$ cat config.mk
export PLATFORM = sky130hd
export DESIGN_NAME = rtc_sec_min
export DESIGN_NICKNAME = d
export VERILOG_FILES = /design/src/core/bcd_digit_pair.v /design/src/core/tick_divider.v /design/src/core/rtc_sec_min.v
export VERILOG_INCLUDE_DIRS = /design/src /design/src/core
export SDC_FILE = /design/constraint.sdc
export NUM_CORES = 1
export LEC_CHECK = 0
export BUFFER_PORTS_ARGS = -buffer_cell sky130_fd_sc_hd__buf_2
export CAP_MARGIN = 30
export CORE_UTILIZATION = 45
export DETAILED_ROUTE_END_ITERATION = 16
export HOLD_SLACK_MARGIN = 0.02
export PLACE_DENSITY = 0.78
export SETUP_SLACK_MARGIN = 0.02
export SYNTH_ARGS = -nofsm -noshare
export SYNTH_HDL_FRONTEND = slang
export SYNTH_SLANG_ARGS = --single-unit
$ cat constraint.sdc
create_clock -name aclk -period 4.6 [get_ports aclk]
set_input_delay 0.23 -clock aclk [delete_from_list [all_inputs] [get_ports aclk]]
set_output_delay 0.23 -clock aclk [all_outputs]
set_load 0.01 [all_outputs]
$ cat src/core/rtc_sec_min_regs.vh
// Register offsets, field positions, reset values and timing counts for the
// seconds and minutes counter; assumes a 250 MHz aclk.
// Functional notes
// - Seconds held as two BCD digits, software may set 00 to 59.
// - Free-running mode shows seconds register as plain 8-bit read-only counter.
// - Bit 7 of the minutes register, and of seconds outside free-running mode, reads busy while counters update.
// - Seconds tens digit, bits 6 to 4, counts 0 through 5.
// - Seconds units digit counts 0 to 9 each second, carrying on wrap.
// - Units carry increments the tens digit of the same register.
// - Minutes advance by one on each seconds carry.
// - Minutes tens digit, bits 6 to 4, counts 0 through 5.
// - Minutes units digit counts 0 to 9 per minute, carrying into tens.
// - Minutes emit an hourly carry when wrapping past 59.
`ifndef RTC_SEC_MIN_REGS_VH
`define RTC_SEC_MIN_REGS_VH
`define SECONDS_COUNT_ADDR  4'h0
`define MINUTES_COUNT_ADDR  4'h4
`define CONTROL_ADDR        4'h8
`define BUSY_BIT            7
`define TENS_MSB            6
`define TENS_LSB            4
`define UNITS_MSB           3
`define CTRL_RUN_BIT        0
`define CTRL_FREE_BIT       1
`define CONTROL_RESET       2'b01
`define COUNT_RESET         8'h00
`define TICK_PERIOD_NS      1000000000
`define CLK_PERIOD_NS       4
`define TICK_CYCLES         (`TICK_PERIOD_NS / `CLK_PERIOD_NS)
`define BUSY_CYCLES         2'd2
`define AXI_OKAY            2'b00
`define AXI_SLVERR          2'b10
`endif

$ cat src/core/bcd_digit_pair.v
// Two-digit BCD counter with tens limit and load port.
// Assumes step and load never come from another clock domain.
`timescale 1ns/1ns
`default_nettype none
module bcd_digit_pair (
  input  wire       aclk,
  input  wire       aresetn,
  input  wire       step,
  input  wire       load,
  input  wire [6:0] load_value,
  output reg  [6:0] value,
  output wire       wrap
);
  assign wrap = step && (value == 7'h59);
  always @(posedge aclk) begin
    if (!aresetn) begin
      value <= 7'h00;
    end else if (load) begin
      value <= load_value;
    end else if (step) begin
      if (value[3:0] == 4'h9) begin
        value[3:0] <= 4'h0;
        if (value[6:4] == 3'h5) begin
          value[6:4] <= 3'h0;
        end else begin
          value[6:4] <= value[6:4] + 3'h1;
        end
      end else begin
        value[3:0] <= value[3:0] + 4'h1;
      end
    end
  end
endmodule
`default_nettype wire

$ cat src/core/tick_divider.v
// Divides aclk down to a one-cycle tick once per period.
// Assumes aclk is the time base and runs free.
`timescale 1ns/1ns
`default_nettype none
module tick_divider #(
  parameter [31:0] period = 32'd250000000
) (
  input  wire aclk,
  input  wire aresetn,
  input  wire enable,
  output reg  tick
);
  reg [31:0] count;
  always @(posedge aclk) begin
    if (!aresetn || !enable) begin
      count <= 32'h0;
      tick  <= 1'b0;
    end else if (count == period - 32'h1) begin
      count <= 32'h0;
      tick  <= 1'b1;
    end else begin
      count <= count + 32'h1;
      tick  <= 1'b0;
    end
  end
endmodule
`default_nettype wire

$ cat src/core/rtc_sec_min.v
// Seconds and minutes counters of the real-time clock behind AXI4-Lite.
// Assumes a single 250 MHz aclk; the hour counter takes minute_carry.
//
// The address map and the AXI4-Lite slave port were left to the implementer.
`timescale 1ns/1ns
`default_nettype none
`include "rtc_sec_min_regs.vh"
module rtc_sec_min #(
  parameter [31:0] tick_cycles = `TICK_CYCLES
) (
  input  wire        aclk,
  input  wire        aresetn,
  input  wire [3:0]  s_axi_awaddr,
  input  wire        s_axi_awvalid,
  output reg         s_axi_awready,
  input  wire [31:0] s_axi_wdata,
  input  wire [3:0]  s_axi_wstrb,
  input  wire        s_axi_wvalid,
  output reg         s_axi_wready,
  output reg  [1:0]  s_axi_bresp,
  output reg         s_axi_bvalid,
  input  wire        s_axi_bready,
  input  wire [3:0]  s_axi_araddr,
  input  wire        s_axi_arvalid,
  output reg         s_axi_arready,
  output reg  [31:0] s_axi_rdata,
  output reg  [1:0]  s_axi_rresp,
  output reg         s_axi_rvalid,
  input  wire        s_axi_rready,
  output reg         minute_carry
);
  reg  [1:0]  control;
  reg  [7:0]  free_count;
  reg  [1:0]  busy_count;
  reg         busy;
  reg         aw_held;
  reg         w_held;
  reg  [3:0]  aw_addr;
  reg  [31:0] w_data;
  reg  [3:0]  w_strb;
  wire        tick;
  wire        sec_wrap;
  wire        min_wrap;
  wire [6:0]  sec_value;
  wire [6:0]  min_value;
  wire        run;
  wire        free_mode;
  wire        do_write;
  wire        load_sec;
  wire        load_min;

  assign run       = control[`CTRL_RUN_BIT];
  assign free_mode = control[`CTRL_FREE_BIT];
  assign do_write  = aw_held && w_held && !s_axi_bvalid;
  assign load_sec  = do_write && aw_addr == `SECONDS_COUNT_ADDR && w_strb[0];
  assign load_min  = do_write && aw_addr == `MINUTES_COUNT_ADDR && w_strb[0];

  function [7:0] time_byte;
    input       busy_flag;
    input [6:0] digits;
    begin
      time_byte = {busy_flag, digits};
    end
  endfunction

  tick_divider #(
    .period (tick_cycles)
  ) u_tick (
    .aclk    (aclk),
    .aresetn (aresetn),
    .enable  (run),
    .tick    (tick)
  );

  bcd_digit_pair u_sec (
    .aclk       (aclk),
    .aresetn    (aresetn),
    .step       (tick && !free_mode),
    .load       (load_sec),
    .load_value (w_data[`TENS_MSB:0]),
    .value      (sec_value),
    .wrap       (sec_wrap)
  );

  bcd_digit_pair u_min (
    .aclk       (aclk),
    .aresetn    (aresetn),
    .step       (sec_wrap),
    .load       (load_min),
    .load_value (w_data[`TENS_MSB:0]),
    .value      (min_value),
    .wrap       (min_wrap)
  );

  // Carry out to the hour counter and free-running counter
  always @(posedge aclk) begin
    if (!aresetn) begin
      minute_carry <= 1'b0;
      free_count   <= `COUNT_RESET;
    end else begin
      minute_carry <= min_wrap;
      if (tick && free_mode) begin
        free_count <= free_count + 8'h01;
      end
    end
  end

  // Busy stands from the tick until the counters have settled
  always @(posedge aclk) begin
    if (!aresetn) begin
      busy_count <= 2'h0;
      busy       <= 1'b0;
    end else if (tick) begin
      busy_count <= `BUSY_CYCLES;
      busy       <= 1'b1;
    end else if (busy_count != 2'h0) begin
      busy_count <= busy_count - 2'h1;
      busy       <= (busy_count != 2'h1);
    end else begin
      busy       <= 1'b0;
    end
  end

  // Write channel: address and data taken in either order
  always @(posedge aclk) begin
    if (!aresetn) begin
      s_axi_awready <= 1'b1;
      s_axi_wready  <= 1'b1;
      s_axi_bvalid  <= 1'b0;
      s_axi_bresp   <= `AXI_OKAY;
      aw_held       <= 1'b0;
      w_held        <= 1'b0;
      aw_addr       <= 4'h0;
      w_data        <= 32'h0;
      w_strb        <= 4'h0;
      control       <= `CONTROL_RESET;
    end else begin
      if (s_axi_awvalid && s_axi_awready) begin
        aw_addr       <= s_axi_awaddr;
        aw_held       <= 1'b1;
        s_axi_awready <= 1'b0;
      end
      if (s_axi_wvalid && s_axi_wready) begin
        w_data       <= s_axi_wdata;
        w_strb       <= s_axi_wstrb;
        w_held       <= 1'b1;
        s_axi_wready <= 1'b0;
      end
      if (do_write) begin
        aw_held      <= 1'b0;
        w_held       <= 1'b0;
        s_axi_bvalid <= 1'b1;
        if (aw_addr == `SECONDS_COUNT_ADDR ||
            aw_addr == `MINUTES_COUNT_ADDR) begin
          s_axi_bresp <= `AXI_OKAY;
        end else if (aw_addr == `CONTROL_ADDR) begin
          s_axi_bresp <= `AXI_OKAY;
          if (w_strb[0]) begin
            control <= w_data[1:0];
          end
        end else begin
          s_axi_bresp <= `AXI_SLVERR;
        end
      end
      if (s_axi_bvalid && s_axi_bready) begin
        s_axi_bvalid  <= 1'b0;
        s_axi_awready <= 1'b1;
        s_axi_wready  <= 1'b1;
      end
    end
  end

  // Read channel
  always @(posedge aclk) begin
    if (!aresetn) begin
      s_axi_arready <= 1'b1;
      s_axi_rvalid  <= 1'b0;
      s_axi_rdata   <= 32'h0;
      s_axi_rresp   <= `AXI_OKAY;
    end else if (s_axi_arvalid && s_axi_arready) begin
      s_axi_arready <= 1'b0;
      s_axi_rvalid  <= 1'b1;
      s_axi_rresp   <= `AXI_OKAY;
      if (s_axi_araddr == `SECONDS_COUNT_ADDR) begin
        if (free_mode) begin
          s_axi_rdata <= {24'h0, free_count};
        end else begin
          s_axi_rdata <= {24'h0, time_byte(busy, sec_value)};
        end
      end else if (s_axi_araddr == `MINUTES_COUNT_ADDR) begin
        s_axi_rdata <= {24'h0, time_byte(busy, min_value)};
      end else if (s_axi_araddr == `CONTROL_ADDR) begin
        s_axi_rdata <= {30'h0, control};
      end else begin
        s_axi_rdata <= 32'h0;
        s_axi_rresp <= `AXI_SLVERR;
      end
    end else if (s_axi_rvalid && s_axi_rready) begin
      s_axi_rvalid  <= 1'b0;
      s_axi_arready <= 1'b1;
    end
  end
endmodule
`default_nettype wire

==> reports/metrics.yaml <==
status: "finished, final reports clean"
mostFrequentLayoutCells: "dfxtp_1, nand2_1, nor2_1"
hold-worst-slack_ps: 101
cts_max_path_buffers: 2
synth.distinct_cells: 45
synth_edf_count: 0
dieArea_um2: 9950
grt_pass1_wl_um: 14700
post_cts_resized: 0
vias: 3691
io_buffers: 38
startpoint_type: "flop"
max_freq_ghz: 0.421
num_antenna_cells: 0
top_layer: "met4"
syn-cell-area_um2: 4300
r2r_start: "u_tick.count[10]"
yosysSeqAreaShare_pct: 41.9
start_util_pct: 46.5
layout_commonest_cell: "dfxtp_1"
avgSynthCellArea_um2: 8.35
yosys.area.top_type: "dfxtp_1"
syn2layout_area_growth_pct: 8.38
synth_top_flop_cell: "dfxtp_1"
die_x_um: 99.7
ir_drop_mv: 0.158
p_total_mw: 1.45
clkPwrFrac_pct: 39.1
tritoncts: "yes"
switching_share_pct: 25.5
p_seq_share_pct: 55.6
grt_overflow: 0
postRouteAntennaNets: 0
share_comb_of_total_power_pct: 5.3
clkSinkCount: 90
reg2reg_depth: 4
dp_cells: 657
cp.required_ps: 4880
wl_per_cell_um: 13.0
maxSlewViolCount: 0
wl_met1_um: 4300
clk_latency_ps: 370
dr_wl_met3_um: 298
fin_crit_ps: 2370
wl_met2_um: 4040
gp_congestion: 0.816
first_iter_violations: 176
grt_max_degree: 41
post-route-util_pct: 50.4
reg2reg_slack_ps: 2230
io_pins: 93
n_fill_cell: 897
grt_use_total_pct: 18.3
fp.coreArea_um2: 9240
drc: 0
cts_root_buffer: "clkbuf_8"
setup_viol: 0
end_kind: "flop"
rsz0062_at_grt: "false"
final_nets: 592
p_sw_uw: 370
critPathKind: "reg2reg"
power_density_nw_per_um2: 311
htree_levels: 3
final_cells: 673
ys_seq_elements: 90
synthCells: 515
max_cap_viol_count: 0
dr.pass1.iters: 4
hold_path_end: "w_data[1]"
worst_slew_pin_slew_ps: 908
ctsHoldBuffers: 0
num_rows: 35
hold_viol_final: 0
finalCritPeriodShare_pct: 51.6
min_path_cells: 3
hp-class: "in2reg"
netlist.area_leader.share_pct: 41.9
arrival_ps: 2650
fin_skew_ps: 15.1
die_y_um: 99.7
viasPerCell: 5.48
grt_pass1_vias: 3263
antenna_found_initial: 0
async_reset_ff_share_pct: 0
hold_start: "s_axi_wdata[1]"
ys_top_cells_by_area: "dfxtp_1, a21oi_1, buf_4"
yosys_warnings: 0
reg2reg_to: "u_tick.count[25]"
worstPathMaxFanout: 25
cts_setup_buffers: 0
drt_wl_total_um: 8780
tns_ps: 0
cts_buffers: 9
clk_pin_slew_ps: 100
drive_above_1_share_pct: 11.9
p_int_mw: 1.08
dp_hpwl_um: 6250
slew_headroom_pct: 38.9
power.leakage_nw: 1.71
-- worst max-delay path, cell delays in order, from the launching register on --
cell and delay (ps):
dfxtp_1 460, nand4_2 170, or4_1 860, or4_1 600, a21oi_1 180
-- power by group through the flow --
stage | Sequential [mW] | Combinational [mW] | Clock (mW)
floorplan | 0.823 | 0.0696 | 0
global placement | 0.824 | 0.0752 | 0
detailed placement | 0.825 | 0.0771 | 0
CTS | 0.807 | 0.0774 | 0.579
global route | 0.809 | 0.0887 | 0.608
finish | 0.807 | 0.0774 | 0.567
-- through the flow --
stage                     worst slack [ps]  instance area, µm²
after floorplan                       2630                4390
after global placement                2370                4450
after detailed placement              2290                4450
after CTS                             2240                4660
after global routing                  2090                4660
final                                 2230                4660
-- cell families (layout without fill, tap and decap cells) --
group	after synthesis	count (layout)	synth area share [%]
compound gates	110	110	14.7
xor+xnor	25	25	5.09
fa+ha+maj	2	2	0.582
buf+inv	60	64	7.71
flops	90	90	41.9
mux	11	11	2.62
other cells	1	26	0.0872
simple gates	216	216	27.3
-- synthesized netlist by cell type (all sizes together), types with 4 or more instances --
library cell / instances
clkbuf: 22
and3: 12
nor4: 6
and3b: 4
a21oi: 41
and2: 7
nand2: 44
buf: 29
a22oi: 6
nand3: 27
o31ai: 10
xor2: 14
nand4: 18
or3: 8
mux2i: 9
nor3: 8
a31oi: 10
or4: 12
xnor2: 11
a211oi: 7
nor2: 42
inv: 9
dfxtp: 90
o21ai: 32
and4: 4
nor2b: 5
-- flip-flops by register name, summed over array words and instances, names as in the netlist, 2 cells and up --
name and cells:
u_sec.value 7, aw_addr 4, busy_count 2, u_tick.count 32
w_data 7, free_count 8, u_min.value 7, control 2
s_axi_rdata 8
-- metal layers --
metal  up-vias  track usage [%]
met5         -                0
met1      1751             23.8
met3        10             2.67
met2        74             30.1
met4         0             7.92
li1       1856                -
-- worst max-delay path by stage --
| stage | slack [ps] | start | cells after the start | endpoint |
|---|---|---|---|---|
| 2_1_floorplan | 2630 | u_tick.count[9] | 6 | u_tick.count[28] |
| 3_3_place_gp | 2370 | u_tick.count[9] | 4 | u_tick.count[30] |
| 3_5_place_dp | 2290 | u_tick.count[9] | 4 | u_tick.count[25] |
| 4_1_cts | 2240 | u_tick.count[9] | 4 | u_tick.count[25] |
| 5_1_grt | 2090 | u_tick.count[9] | 4 | u_tick.count[25] |
| 6_report | 2230 | u_tick.count[10] | 4 | u_tick.count[25] |
-- final cells by class --
class | instances | area [µm²] | area share, %
Inverter | 9 | 33.8 | 0.725
Tap cell | 129 | 161 | 3.46
Clock inverter | 7 | 81.3 | 1.75
Sequential cell | 90 | 1800 | 38.7
Timing Repair Buffer | 39 | 198 | 4.24
Multi-Input combinational cell | 390 | 2260 | 48.5
Clock buffer | 9 | 124 | 2.66
(Power assumes the default switching activity.)
